--- src/design/rrl_pkg.sv ---
package rrl_pkg;

	// ----------------------------------------------------------------
	// Reset type codes
	// ----------------------------------------------------------------
	localparam logic [7:0] RST_HW_NOW = 8'h00;
	localparam logic [7:0] RST_SW = 8'h01;
	localparam logic [7:0] RST_NAV = 8'h02;
	localparam logic [7:0] RST_HW_SHUT = 8'h04;
	localparam logic [7:0] RST_NAV_STOP = 8'h08;
	localparam logic [7:0] RST_NAV_START = 8'h09;

	// ----------------------------------------------------------------
	// Register byte offsets
	// ----------------------------------------------------------------
	localparam logic [7:0] OFS_RESET_REQ = 8'h00;
	localparam logic [7:0] OFS_STATUS = 8'h04;
	localparam logic [7:0] OFS_CFG = 8'h08;
	localparam logic [7:0] OFS_INT_STAT = 8'h0C;
	localparam logic [7:0] OFS_INT_MASK = 8'h10;
	localparam logic [7:0] OFS_LOG_IDX = 8'h14;
	localparam logic [7:0] OFS_LOG_DATA = 8'h18;
	localparam logic [7:0] OFS_FW_ERASE = 8'h1C;
	localparam logic [7:0] OFS_RUNTIME = 8'h20;
	localparam logic [7:0] OFS_EPH = 8'h24;

	// ----------------------------------------------------------------
	// Field positions and codes
	// ----------------------------------------------------------------
	localparam int CMD_MASK_LSB = 8;
	localparam int CFG_LOCK_BIT = 8;
	localparam int CFG_LAYER_LSB = 9;
	localparam logic [1:0] LAYER_RAM = 2'h0;
	localparam logic [1:0] LAYER_BAT = 2'h1;
	localparam logic [1:0] LAYER_FLASH = 2'h2;
	localparam logic [1:0] EVT_STARTED = 2'h0;
	localparam logic [1:0] EVT_STOPPED = 2'h1;
	localparam logic [1:0] EVT_TRIGGERED = 2'h2;
	localparam logic [1:0] EVT_TIMEOUT = 2'h3;
	localparam logic [1:0] START_HOT = 2'h0;
	localparam logic [1:0] START_WARM = 2'h1;
	localparam logic [1:0] START_COLD = 2'h2;
	localparam logic [15:0] MASK_ALL = 16'hFFFF;
	localparam int INT_DONE = 0;
	localparam int INT_REJECT = 1;
	localparam int INT_LOG_WRAP = 2;
	localparam int INT_PIN = 3;
	localparam int INT_W = 4;

	// ----------------------------------------------------------------
	// Timing and sizes
	// ----------------------------------------------------------------
	localparam int CLK_HZ = 40_000_000;
	localparam int PIN_LOW_MIN_US = 1000;
	localparam int PIN_LOW_CYCLES = (PIN_LOW_MIN_US * (CLK_HZ / 1_000_000));
	localparam int SEC_CYCLES = CLK_HZ;
	localparam int EPH_VALID_HOURS = 4;
	localparam int EPH_VALID_SECS = EPH_VALID_HOURS * 3600;
	localparam logic [3:0] WDOG_LAST = 4'hF;
	localparam logic [4:0] LOG_DEPTH = 5'h10;
	localparam logic [1:0] PIN_SYNC_RESET = 2'h3;

	// ----------------------------------------------------------------
	// Types
	// ----------------------------------------------------------------
	typedef enum logic [4:0] {
		ST_IDLE = 5'b00001,
		ST_STOP = 5'b00010,
		ST_SHUT = 5'b00100,
		ST_WDOG = 5'b01000,
		ST_BOOT = 5'b10000
	} rrl_state_t;

	typedef struct packed {
		logic [1:0] det;
		logic [1:0] evt;
	} rrl_log_entry_t;

	typedef struct packed {
		logic valid;
		logic entry_valid;
		rrl_log_entry_t entry;
	} rrl_sec_evt_t;

	typedef struct packed {
		logic valid;
		logic config_lock_flag;
		logic [7:0] value;
	} rrl_layer_t;

	typedef struct packed {
		logic [7:0] addr;
		logic [31:0] wdata;
		logic wr;
		logic rd;
	} rrl_bus_req_t;

	localparam rrl_layer_t LAYER_EMPTY = 10'h000;

endpackage

--- src/design/rrl_reset_retention_lock_ctrl.sv ---
// Function
// - Code 0x00: immediate watchdog reset, no stops.
// - Code 0x04: shutdown first, then watchdog reset.
// - Hardware resets clear RAM and battery RAM.
// - Code 0x01: orderly stop, restart, reload, clear RAM.
// - Code 0x02: restart navigation only, clear nothing.
// - Codes 0x08/0x09 stop/start navigation, clear nothing.
// - Request carries start-mode clear mask.
// - Stale orbit data beyond window gives warm start.
// - Long low reset pin clears both RAMs, cold.
// - Log holds sixteen, newest overwrites oldest.
// - Entry holds detection type and event type.
// - Restart or power cycle empties the log.
// - Startup merges layers into run-time configuration.
// - Run-time lock rejects every configuration change.
// - Volatile lock vanishes when its memory clears.
// - Flash lock survives resets, only firmware erase.
// - Polls and other messages accepted while locked.
//
// Decided for this implementation: the register addresses and strobed register access.
`timescale 1ns/1ps
`default_nettype none
module rrl_reset_retention_lock_ctrl #(
	parameter int PIN_LOW_CYCLES = rrl_pkg::PIN_LOW_CYCLES,
	parameter int SEC_CYCLES = rrl_pkg::SEC_CYCLES,
	parameter int EPH_VALID_SECS = rrl_pkg::EPH_VALID_SECS
) (
	// Clock and reset
	input wire logic ref_clk,
	input wire logic reset,
	// Register port
	input wire rrl_pkg::rrl_bus_req_t bus_req,
	output logic [31:0] rd_data,
	// External reset pin, active low
	input wire logic reset_n_pin,
	// Chip handshakes
	input wire logic procs_idle,
	input wire logic shutdown_done,
	input wire rrl_pkg::rrl_sec_evt_t sec_evt,
	// Restart controls
	output logic chip_reset,
	output logic clear_ram,
	output logic clear_battery_backed_ram,
	output logic proc_stop_req,
	output logic shutdown_req,
	output logic cfg_reload,
	output logic nav_run,
	output logic nav_restart,
	output logic [1:0] start_mode,
	output logic [15:0] start_mode_clear_mask,
	// Interrupt
	output logic irq
);

	// ----------------------------------------------------------------
	// Helpers
	// ----------------------------------------------------------------
	function automatic logic code_ok(input logic [7:0] c);
		code_ok = (c == rrl_pkg::RST_HW_NOW) || (c == rrl_pkg::RST_SW) ||
			(c == rrl_pkg::RST_NAV) || (c == rrl_pkg::RST_HW_SHUT) ||
			(c == rrl_pkg::RST_NAV_STOP) || (c == rrl_pkg::RST_NAV_START);
	endfunction

	// Highest-priority valid layer supplies the value; a lock on any layer locks.
	function automatic rrl_pkg::rrl_layer_t merge(input rrl_pkg::rrl_layer_t r,
			input rrl_pkg::rrl_layer_t b, input rrl_pkg::rrl_layer_t f);
		rrl_pkg::rrl_layer_t m;
		m = r.valid ? r : (b.valid ? b : f);
		m.config_lock_flag = (r.valid & r.config_lock_flag) |
			(b.valid & b.config_lock_flag) | (f.valid & f.config_lock_flag);
		merge = m;
	endfunction

	// ----------------------------------------------------------------
	// Registers and decode
	// ----------------------------------------------------------------
	rrl_pkg::rrl_state_t state_reg, state_next;
	logic [3:0] wdog_reg, wdog_next;
	logic [1:0] pin_sync_reg;
	logic [15:0] pin_cnt_reg;
	logic [25:0] sec_cnt_reg;
	logic [15:0] age_reg, age_next;
	logic clr_ram_now, clr_bat_now, nav_run_next, nav_restart_next;
	logic cold_pend_reg, cfg_reload_reg, nav_run_reg, nav_restart_reg;
	logic chip_reset_reg, clear_ram_reg, clear_bat_reg, stop_reg, shut_reg;
	logic [1:0] start_mode_reg;
	logic [15:0] mask_reg;
	rrl_pkg::rrl_layer_t layer_ram_reg, layer_bat_reg, layer_flash_reg, runtime_reg;
	rrl_pkg::rrl_layer_t ram_next, bat_next, flash_next, runtime_next;
	logic [rrl_pkg::INT_W-1:0] int_reg, int_mask_reg, int_ev;
	logic [3:0] log_idx_reg, log_wp_reg;
	logic [4:0] log_cnt_reg;
	rrl_pkg::rrl_log_entry_t log_mem [16];
	logic [31:0] rd_word;

	wire wr_hit = bus_req.wr;
	wire [7:0] cmd_type = bus_req.wdata[7:0];
	wire [15:0] cmd_mask = bus_req.wdata[rrl_pkg::CMD_MASK_LSB +: 16];
	wire pin_low = !pin_sync_reg[1];
	wire pin_fire = pin_low && (pin_cnt_reg == 16'(PIN_LOW_CYCLES - 1));
	wire cmd_take = wr_hit && (bus_req.addr == rrl_pkg::OFS_RESET_REQ) &&
		(state_reg == rrl_pkg::ST_IDLE) && !pin_fire;
	wire cfg_wr = wr_hit && (bus_req.addr == rrl_pkg::OFS_CFG);
	wire cfg_rej = cfg_wr && runtime_reg.config_lock_flag;
	wire cfg_ok = cfg_wr && !runtime_reg.config_lock_flag;
	wire [1:0] cfg_sel = bus_req.wdata[rrl_pkg::CFG_LAYER_LSB +: 2];
	wire fw_erase = wr_hit && (bus_req.addr == rrl_pkg::OFS_FW_ERASE) && bus_req.wdata[0];
	wire eph_fresh = wr_hit && (bus_req.addr == rrl_pkg::OFS_EPH);
	wire int_w1c = wr_hit && (bus_req.addr == rrl_pkg::OFS_INT_STAT);
	wire sec_tick = (sec_cnt_reg == 26'(SEC_CYCLES - 1));
	wire stale = (age_reg > 16'(EPH_VALID_SECS));
	wire in_boot = (state_reg == rrl_pkg::ST_BOOT);
	wire log_full = (log_cnt_reg == rrl_pkg::LOG_DEPTH);
	wire log_evt = sec_evt.valid && !in_boot;
	wire [3:0] log_pos = (log_full ? log_wp_reg : 4'h0) + log_idx_reg;
	wire log_idx_ok = ({1'b0, log_idx_reg} < log_cnt_reg);
	wire flash_wr = cfg_ok && (cfg_sel == rrl_pkg::LAYER_FLASH);
	wire rrl_pkg::rrl_layer_t cfg_new = {1'b1, bus_req.wdata[rrl_pkg::CFG_LOCK_BIT],
		bus_req.wdata[7:0]};

	// ----------------------------------------------------------------
	// Reset pin: synchroniser and low-time filter
	// ----------------------------------------------------------------
	always_ff @(posedge ref_clk) begin
		if (reset) begin
			pin_sync_reg <= rrl_pkg::PIN_SYNC_RESET;
			pin_cnt_reg <= 16'h0000;
		end else begin
			pin_sync_reg <= {pin_sync_reg[0], reset_n_pin};
			// The counter parks one past the firing count so one long low fires once.
			if (!pin_low)
				pin_cnt_reg <= 16'h0000;
			else if (pin_cnt_reg != 16'(PIN_LOW_CYCLES))
				pin_cnt_reg <= pin_cnt_reg + 16'h0001;
			else
				pin_cnt_reg <= pin_cnt_reg;
		end
	end

	// ----------------------------------------------------------------
	// Restart sequencer
	// ----------------------------------------------------------------
	always_comb begin
		state_next = state_reg;
		wdog_next = wdog_reg;
		clr_ram_now = 1'b0;
		clr_bat_now = 1'b0;
		nav_run_next = nav_run_reg;
		nav_restart_next = 1'b0;
		if (pin_fire) begin
			state_next = rrl_pkg::ST_WDOG;
			clr_ram_now = 1'b1;
			clr_bat_now = 1'b1;
			wdog_next = 4'h0;
		end else begin
			unique case (state_reg)
				rrl_pkg::ST_IDLE: begin
					if (cmd_take) begin
						case (cmd_type)
							rrl_pkg::RST_HW_NOW: begin
								state_next = rrl_pkg::ST_WDOG;
								clr_ram_now = 1'b1;
								clr_bat_now = 1'b1;
								wdog_next = 4'h0;
							end
							rrl_pkg::RST_HW_SHUT: state_next = rrl_pkg::ST_SHUT;
							rrl_pkg::RST_SW: state_next = rrl_pkg::ST_STOP;
							rrl_pkg::RST_NAV: nav_restart_next = 1'b1;
							rrl_pkg::RST_NAV_STOP: nav_run_next = 1'b0;
							rrl_pkg::RST_NAV_START: nav_run_next = 1'b1;
							default: state_next = rrl_pkg::ST_IDLE;
						endcase
					end
				end
				rrl_pkg::ST_STOP: begin
					nav_run_next = 1'b0;
					if (procs_idle) begin
						state_next = rrl_pkg::ST_BOOT;
						clr_ram_now = 1'b1;
					end
				end
				rrl_pkg::ST_SHUT: begin
					nav_run_next = 1'b0;
					if (shutdown_done) begin
						state_next = rrl_pkg::ST_WDOG;
						clr_ram_now = 1'b1;
						clr_bat_now = 1'b1;
						wdog_next = 4'h0;
					end
				end
				rrl_pkg::ST_WDOG: begin
					nav_run_next = 1'b0;
					if (wdog_reg == rrl_pkg::WDOG_LAST)
						state_next = rrl_pkg::ST_BOOT;
					else
						wdog_next = wdog_reg + 4'h1;
				end
				rrl_pkg::ST_BOOT: begin
					state_next = rrl_pkg::ST_IDLE;
					nav_run_next = 1'b1;
				end
				default: state_next = rrl_pkg::ST_IDLE;
			endcase
		end
	end

	always_ff @(posedge ref_clk) begin
		if (reset) begin
			state_reg <= rrl_pkg::ST_BOOT;
			wdog_reg <= 4'h0;
			nav_run_reg <= 1'b0;
			nav_restart_reg <= 1'b0;
			chip_reset_reg <= 1'b0;
			clear_ram_reg <= 1'b0;
			clear_bat_reg <= 1'b0;
			stop_reg <= 1'b0;
			shut_reg <= 1'b0;
		end else begin
			state_reg <= state_next;
			wdog_reg <= wdog_next;
			nav_run_reg <= nav_run_next;
			nav_restart_reg <= nav_restart_next;
			chip_reset_reg <= (state_next == rrl_pkg::ST_WDOG);
			clear_ram_reg <= clr_ram_now;
			clear_bat_reg <= clr_bat_now;
			stop_reg <= (state_next == rrl_pkg::ST_STOP);
			shut_reg <= (state_next == rrl_pkg::ST_SHUT);
		end
	end

	// ----------------------------------------------------------------
	// Start mode and orbit-data age
	// ----------------------------------------------------------------
	// Age counts whole seconds; losing battery RAM makes orbit data stale at once.
	always_comb begin
		age_next = age_reg;
		if (clr_bat_now)
			age_next = 16'(EPH_VALID_SECS + 1);
		else if (eph_fresh)
			age_next = 16'h0000;
		else if (sec_tick && !stale)
			age_next = age_reg + 16'h0001;
	end

	always_ff @(posedge ref_clk) begin
		if (reset) begin
			sec_cnt_reg <= 26'h0000000;
			age_reg <= 16'(EPH_VALID_SECS + 1);
			cold_pend_reg <= 1'b1;
			mask_reg <= rrl_pkg::MASK_ALL;
			start_mode_reg <= rrl_pkg::START_COLD;
			cfg_reload_reg <= 1'b0;
		end else begin
			sec_cnt_reg <= sec_tick ? 26'h0000000 : sec_cnt_reg + 26'h0000001;
			age_reg <= age_next;
			cold_pend_reg <= clr_bat_now | (cold_pend_reg & !in_boot);
			if (cmd_take && code_ok(cmd_type))
				mask_reg <= cmd_mask;
			if (in_boot) begin
				if (cold_pend_reg || mask_reg == rrl_pkg::MASK_ALL)
					start_mode_reg <= rrl_pkg::START_COLD;
				else if (stale || mask_reg != 16'h0000)
					start_mode_reg <= rrl_pkg::START_WARM;
				else
					start_mode_reg <= rrl_pkg::START_HOT;
			end
			cfg_reload_reg <= in_boot;
		end
	end

	// ----------------------------------------------------------------
	// Configuration layers and lock
	// ----------------------------------------------------------------
	assign ram_next = clr_ram_now ? rrl_pkg::LAYER_EMPTY :
		((cfg_ok && cfg_sel == rrl_pkg::LAYER_RAM) ? cfg_new : layer_ram_reg);
	assign bat_next = clr_bat_now ? rrl_pkg::LAYER_EMPTY :
		((cfg_ok && cfg_sel == rrl_pkg::LAYER_BAT) ? cfg_new : layer_bat_reg);
	assign flash_next = fw_erase ? rrl_pkg::LAYER_EMPTY :
		(flash_wr ? cfg_new : layer_flash_reg);
	// The run-time copy lives in working RAM, so clearing it drops any lock.
	assign runtime_next = clr_ram_now ? rrl_pkg::LAYER_EMPTY :
		(in_boot ? merge(layer_ram_reg, layer_bat_reg, layer_flash_reg) :
		((cfg_ok && cfg_sel == rrl_pkg::LAYER_RAM) ?
		merge(cfg_new, layer_bat_reg, layer_flash_reg) : runtime_reg));

	always_ff @(posedge ref_clk) begin
		if (reset) begin
			layer_ram_reg <= rrl_pkg::LAYER_EMPTY;
			layer_bat_reg <= rrl_pkg::LAYER_EMPTY;
			layer_flash_reg <= rrl_pkg::LAYER_EMPTY;
			runtime_reg <= rrl_pkg::LAYER_EMPTY;
		end else begin
			layer_ram_reg <= ram_next;
			layer_bat_reg <= bat_next;
			layer_flash_reg <= flash_next;
			runtime_reg <= runtime_next;
		end
	end

	// ----------------------------------------------------------------
	// Security event log
	// ----------------------------------------------------------------
	always_ff @(posedge ref_clk) begin
		if (log_evt)
			log_mem[log_wp_reg] <= sec_evt.entry;
	end

	always_ff @(posedge ref_clk) begin
		if (reset || in_boot) begin
			log_wp_reg <= 4'h0;
			log_cnt_reg <= 5'h00;
		end else if (log_evt) begin
			log_wp_reg <= log_wp_reg + 4'h1;
			log_cnt_reg <= log_full ? log_cnt_reg : log_cnt_reg + 5'h01;
		end
	end

	// ----------------------------------------------------------------
	// Interrupts and register port
	// ----------------------------------------------------------------
	assign int_ev = {pin_fire, log_evt && log_full, cfg_rej, in_boot};
	assign irq = |(int_reg & int_mask_reg);

	always_comb begin
		rd_word = 32'h00000000;
		case (bus_req.addr)
			rrl_pkg::OFS_RESET_REQ: rd_word = {16'h0000, mask_reg};
			rrl_pkg::OFS_STATUS: rd_word = {16'h0000, layer_flash_reg.config_lock_flag,
				log_cnt_reg, start_mode_reg, nav_run_reg, stale,
				runtime_reg.config_lock_flag, state_reg};
			rrl_pkg::OFS_CFG: rd_word = {22'h000000, runtime_reg};
			rrl_pkg::OFS_INT_STAT: rd_word = {28'h0000000, int_reg};
			rrl_pkg::OFS_INT_MASK: rd_word = {28'h0000000, int_mask_reg};
			rrl_pkg::OFS_LOG_IDX: rd_word = {28'h0000000, log_idx_reg};
			rrl_pkg::OFS_LOG_DATA: rd_word = {11'h000, log_cnt_reg, 11'h000, log_idx_ok,
				log_idx_ok ? log_mem[log_pos] : 4'h0};
			rrl_pkg::OFS_RUNTIME: rd_word = {22'h000000, runtime_reg};
			rrl_pkg::OFS_EPH: rd_word = {16'h0000, age_reg};
			default: rd_word = 32'h00000000;
		endcase
	end

	always_ff @(posedge ref_clk) begin
		if (reset) begin
			int_reg <= 4'h0;
			int_mask_reg <= 4'h0;
			log_idx_reg <= 4'h0;
			rd_data <= 32'h00000000;
		end else begin
			// A new event wins over a write-one-to-clear in the same cycle.
			int_reg <= (int_reg & ~(int_w1c ? bus_req.wdata[3:0] : 4'h0)) | int_ev;
			if (wr_hit && bus_req.addr == rrl_pkg::OFS_INT_MASK)
				int_mask_reg <= bus_req.wdata[3:0];
			if (wr_hit && bus_req.addr == rrl_pkg::OFS_LOG_IDX)
				log_idx_reg <= bus_req.wdata[3:0];
			rd_data <= bus_req.rd ? rd_word : 32'h00000000;
		end
	end

	assign chip_reset = chip_reset_reg;
	assign clear_ram = clear_ram_reg;
	assign clear_battery_backed_ram = clear_bat_reg;
	assign proc_stop_req = stop_reg;
	assign shutdown_req = shut_reg;
	assign cfg_reload = cfg_reload_reg;
	assign nav_run = nav_run_reg;
	assign nav_restart = nav_restart_reg;
	assign start_mode = start_mode_reg;
	assign start_mode_clear_mask = mask_reg;
endmodule
`default_nettype wire

--- config.mk ---
export PLATFORM = sky130hd
export DESIGN_NAME = rrl_reset_retention_lock_ctrl
export DESIGN_NICKNAME = d
export VERILOG_FILES = /design/src/design/rrl_pkg.sv /design/src/design/rrl_reset_retention_lock_ctrl.sv
export SDC_FILE = /design/constraint.sdc
export NUM_CORES = 1
export LEC_CHECK = 0
export ABC_AREA = 1
export BUFFER_PORTS_ARGS = -buffer_cell sky130_fd_sc_hd__clkbuf_2
export CORE_AREA = 2 2 151 153
export CTS_CLUSTER_SIZE = 8
export DETAILED_ROUTE_END_ITERATION = 8
export DIE_AREA = 0 0 153 155
export GPL_TIMING_DRIVEN = 1
export PLACE_DENSITY_LB_ADDON = 0.15
export SKIP_LAST_GASP = 1
export SLEW_MARGIN = 5
export SYNTH_ARGS = -nofsm -noshare
export SYNTH_HDL_FRONTEND = slang
export SYNTH_SLANG_ARGS = --single-unit
--- constraint.sdc ---
create_clock -name ref_clk -period 2.83 [get_ports ref_clk]
set_input_delay 0.1415 -clock ref_clk [delete_from_list [all_inputs] [get_ports ref_clk]]
set_output_delay 0.1415 -clock ref_clk [all_outputs]
set_load 0.02 [all_outputs]
## Yosys cells after proc, flatten, opt, wreduce, memory -nomap -nowiden

Memory sizes are Yosys's and may differ from the RTL's.
Cells that the tools add are included.

- Add/sub/neg operators: 7
- $lt $le $gt $ge: 2
- Eq/ne operators: 35
- Mux-type cells: 38
- Bitwise gates (word level): 18
- Reductions and logical operators: 57

Operators by type and width:

| cell | number |
|---|---|
| 21-bit case mux with 8 select lines | 1 |
| 10-bit two-way mux | 4 |
| 5-bit case mux with 4 select lines | 2 |
| 16-bit by 1-bit adder with 16-bit output, second input constant | 2 |
| 16-bit == test, second input constant | 2 |
| 8-bit by 4-bit == test with 1-bit output, second input constant | 4 |
| 8-bit by 5-bit == test with 1-bit output, second input constant | 4 |
| 14-bit two-way mux | 2 |
| 4-bit two-way mux | 7 |
| 26-bit by 1-bit adder with 26-bit output, second input constant | 1 |
| 26-bit == test, second input constant | 1 |
| 5-bit two-way mux | 5 |
| 1-bit logical AND | 20 |
| 8-bit by 3-bit == test with 1-bit output, second input constant | 2 |
| 8-bit by 6-bit == test with 1-bit output, second input constant | 2 |
| 16-bit by 14-bit greater-than comparator with 1-bit output, second input constant | 1 |
| 8-bit logical NOT | 2 |
| 16-bit != test, second input constant | 1 |
| 16-bit nonzero test | 1 |
| 2-bit OR reduction | 8 |
| 4-bit case mux with 3 select lines | 1 |
| 1-bit two-way mux | 11 |
| 5-bit by 2-bit == test with 1-bit output, second input constant | 2 |
| 5-bit by 3-bit == test with 1-bit output, second input constant | 2 |
| 34 further kinds | 69 |

- Register bits after elaboration: 189
- Memory bits (writable): 64
- Input bits: 53
- Output and inout bits: 59
- Logic and storage cells: 194
- Memories: 1

Memory list:

| memory | words | bits a word | read ports | clocked after Yosys merged registers in | write ports | RTL line | text |
|---|---|---|---|---|---|---|---|
| log_mem | 16 | 4 | 1 | 0 | 1 | rrl_reset_retention_lock_ctrl.sv:93 | `rrl_pkg::rrl_log_entry_t log_mem [16];` |

## Logic depth before layout (Yosys ltp)

- Word-level depth: 8
- Gate-level depth with buffers: 18
- Mapped depth without buffers: 16

## Least setup slack after synthesis

No wires, ideal clock.

- Path type: register -> register
- Start: register log_cnt_reg[0]
- End: register rd_data[2]
- Library setup time: 121 ps
- Arrival time: 2536 ps
- Required time: 2709 ps
- Setup slack: 173 ps
- Cell stages (with the launch flop): 19
- Path buffers: 2
- Period minus slack after synthesis: 2657 ps
- Cell sequence: dfxtp_1 -> inv_1 -> ha_1 -> nand2_1 -> inv_1 -> nand2_1 -> nor2_1 -> ha_1 -> fa_1 -> buf_2 -> inv_1 -> clkbuf_1 -> nand3_1 -> nand2_1 -> nand2_1 -> nand2_1 -> nand3_1 -> nand3_1 -> a21oi_1

- Longest elaborated chain between the ends: 6
- Elaborated cells on any way between the ends: 7
- Those cells by class: add/sub: 1; order compare: 1; eq/ne: 1; mux: 3; memory: 1

Ends and longest elaborated chain:

| what | RTL line | text |
|---|---|---|
| start, declared | rrl_reset_retention_lock_ctrl.sv:92 | `logic [4:0] log_cnt_reg;` |
| start signal, assigned | rrl_reset_retention_lock_ctrl.sv:314 | `log_cnt_reg <= log_full ? log_cnt_reg : log_cnt_reg + 5'h01;` |
| 5-bit == test | rrl_reset_retention_lock_ctrl.sv:113 | `wire log_full = (log_cnt_reg == rrl_pkg::LOG_DEPTH);` |
| 4-bit two-way mux | rrl_reset_retention_lock_ctrl.sv:115 | `wire [3:0] log_pos = (log_full ? log_wp_reg : 4'h0) + log_idx_reg;` |
| 4-bit adder | rrl_reset_retention_lock_ctrl.sv:115 |  |
| memory 16 x 4 bit | -- |  |
| 4-bit two-way mux (*) | rrl_reset_retention_lock_ctrl.sv:336 | `log_idx_ok ? log_mem[log_pos] : 4'h0};` |
| 21-bit case mux with 8 select lines (*) | rrl_reset_retention_lock_ctrl.sv:326 | `case (bus_req.addr)` |
| end signal, assigned | rrl_reset_retention_lock_ctrl.sv:356 | `rd_data <= bus_req.rd ? rd_word : 32'h00000000;` |
| end, declared | rrl_reset_retention_lock_ctrl.sv:33 | `output logic [31:0] rd_data,` |

Every way passes the cells marked *; elsewhere a longest branch is shown, timed or not.
A chain may end at the register's enable or synchronous reset.

## Worst setup path in the final report

- Start: register log_cnt_reg[1]
- End: register rd_data[2]

Same word-level chain as after synthesis.

==> impl_metrics.csv <==
group,metric,value,unit
place,gp_congestion,0.916,
global_routing,grt_usage,25.4,%
global_routing,grt_max_degree,33,
synth,synth_cells,1530,
detailed_routing,routed_wl,30200,um
clocking,htree_levels,2,
global_routing,grt_pass1_vias,9845,
sta,maxSlewHeadroom,38.0,%
floorplan,start_util,53.2,%
detailed_routing,vias,10527,
global_routing,grt-ovfl-total,0,
sta,rsz0062_at_grt,"no",
place,io_buffers,91,
floorplan,ios,112,
global_routing,grt_pass1_wl,49600,um
sta,hold_violations,0,
worst_setup_path,critical_path_arrival,3.09,ns
power,max-vdd-ir-drop,403,uV
synth,yosys.area.top_type,"dfxtp_1",
min_path,hold_class,"input port to flop",
worst_setup_path,path_class,"flop to flop",
clocking,root_buffer,"clkbuf_16",
synth,synthTopCellsByArea,"dfxtp_1 (30%), edfxtp_1 (16%), nand2_1 (12%)",
clocking,cts_buffer_depth,3,
finish,area_growth_syn_to_layout,15.8,%
outcome,status,"complete, no violations",
finish,final_nets,1723,
floorplan,die_w,153,um
sta,finalCritPeriodShare,93.7,%
sta,clock.fmax,377,MHz
synth,synth.avg_cell_area,7.72,sq um
detailed_routing,antenna_left,0,
sta,setup_violations,0,
power,finalPower,7.85,mW
power,power_density,573,nW/um^2
sta,hold_ws,0.0325,ns
finish,nFillCells,2029,
synth,synth.top_cell.area_share,30.2,%
floorplan,design.core.area,22200,sq um
synth,synth_cell_type_count,51,
floorplan,die_y,155,um
detailed_routing,wire_per_inst,15.5,um
clocking,cts_made_buffers,36,
finish,num_antenna_cells,0,
global_routing,antenna_found_initial,1,
clocking,numClockSinks,242,
detailed_routing,via_per_inst,5.39,
finish,largest_reg_flops,64,
job,drv_cap,0,
power,leakage,5.56,nW
worst_setup_path,crit_fanout,5,
finish,drive_gt1_share,14.9,%
worst_setup_path,cp-end-kind,"flop",
place,post-dp-hpwl,21600,um
sta,tightest_slew,0.930,ns
worst_setup_path,start_kind,"flop",
synth,ys_ff_latch,242,
sta,maxSlewViolCount,0,
synth,ys_seq_area_share,46.4,%
detailed_routing,dr.first_iter.drc_count,854,
worst_setup_path,worst-endpoint-required,3.27,ns
floorplan,dieArea,23700,sq um
detailed_routing,drcViolationCount,0,
sta,fin_setup_tns,0,ns
clocking,cts.clk_slew.worst_paths,0.05,ns
floorplan,rows,55,
clocking,clk_latency,0.51,ns
sta,min_period,2.65,ns
sta,clock_skew,0.0162,ns
detailed_routing,firstDrtPassIters,5,
synth,yosysWarnings,0,
synth,syn_area,11800,sq um
clocking,cts_tree,"yes",
per-layer routing:
layer / up-vias / part of all wire (%) / GRT usage, % / wire length, um
met3: 56 / 5.1 / 3.93 / 1550
met1: 4890 / 46 / 34.9 / 13800
li1: 5318 / - / - / -
met2: 261 / 47 / 42.0 / 14200
met4: 2 / 2.1 / 7.23 / 638
met5: - / 0.053 / 0 / 16
cell families (layout without fill, tap and decap cells):
kind of cell / after synthesis / in the layout / synth area share (%)
and+or+nand+nor: 814 / 814 / 31.5
DFF: 242 / 242 / 46.4
AOI/OAI and AO/OA: 224 / 224 / 10.8
buffers and inverters: 210 / 338 / 7.74
xor gates and xnor gates: 20 / 20 / 1.48
adders and majority gates: 19 / 19 / 2.08
other: 1 / 11 / 0.0317
critical path: stages (launching register included):
cell and delay [ns]:
dfxtp_1 0.36, inv_1 0.07, ha_1 0.17, nand2_1 0.06
inv_1 0.06, nand2_2 0.11, nor2_1 0.06, ha_1 0.20
fa_1 0.55, clkinvlp_4 0.11, buf_4 0.16, buf_4 0.13
nand3_1 0.07, nand2_1 0.07, nand2_1 0.06, nand2_1 0.05
nand3_1 0.06, nand3_1 0.09, a21oi_1 0.14
cell usage after synthesis (all sizes together):
cell	n
nand3	151
o2111ai	1
nor4	8
or2	8
a221oi	1
nor2	172
and3	1
clkinv	3
a21oi	128
a21boi	1
fa	1
o21a	1
xnor2	6
edfxtp	64
ha	18
o21ai	68
inv	152
nand3b	3
a31oi	1
nor3	36
o22ai	6
nor3b	1
o211ai	16
conb	1
a211oi	1
clkbuf	21
buf	34
xor2	14
nand2	385
nand4	49
dfxtp	178
final cells by class:
cell class	count	area [sq um]	share of cell area (%)
multi-input combinational	1088	5470	39.9
clock inverter	3	22.5	0.165
sequential	242	5490	40.1
inverter	155	586	4.28
tap	285	357	2.60
timing repair buffer	128	788	5.76
clock buffer	52	982	7.17
final timing paths:
kind,slack [ns],from,to,cells after the start
setup / recovery,0.18,log_cnt_reg[1],rd_data[2],18
hold / removal,0.03,bus_req[5],layer_bat_reg[3],3
setup reg to reg,0.18,log_cnt_reg[1],rd_data[2],18
hold reg to reg,0.41,pin_sync_reg[0],pin_sync_reg[1],1
report_power, final:
part	internal (mW)	switching (mW)	total [mW]
Sequential	3.60	0.0284	3.62
Clock	2.38	1.49	3.87
Combinational	0.111	0.245	0.356
Total	6.08	1.76	7.85
placed cells by master, fill, tap and decap left out, types with 18 or more instances in the layout:
| cell type | n |
|---|---|
| o21ai_0 | 63 |
| clkbuf_16 | 37 |
| edfxtp_1 | 64 |
| nand3_1 | 139 |
| a21oi_2 | 19 |
| inv_1 | 130 |
| dlygate4sd3_1 | 22 |
| nand2_1 | 370 |
| nor2_1 | 156 |
| nor3_1 | 32 |
| inv_2 | 21 |
| clkbuf_2 | 91 |
| ha_1 | 18 |
| a21oi_1 | 109 |
| dfxtp_1 | 177 |
| nand4_1 | 48 |
metrics by stage:
stage,cells,instance area (sq um),utilization [%],setup WS [ns]
after floorplan,1540,11900,-,0.173
after global placement,1872,12400,55.9,0.173
after detailed placement,1872,12400,55.9,0.146
after CTS,1949,13600,61.4,0.127
after global routing,1953,13700,61.6,0.00535
final,1953,13700,61.6,0.179
what timing repair did:
item / 4_1_cts / 5_1_grt
setup buffers: 0 / 4
hold buffers: 22 / 0
setup endpoints to repair: 0 / 4
gates resized for setup: 0 / 5
hold endpoints to repair: 27 / 0
(Power assumes the default switching activity.)
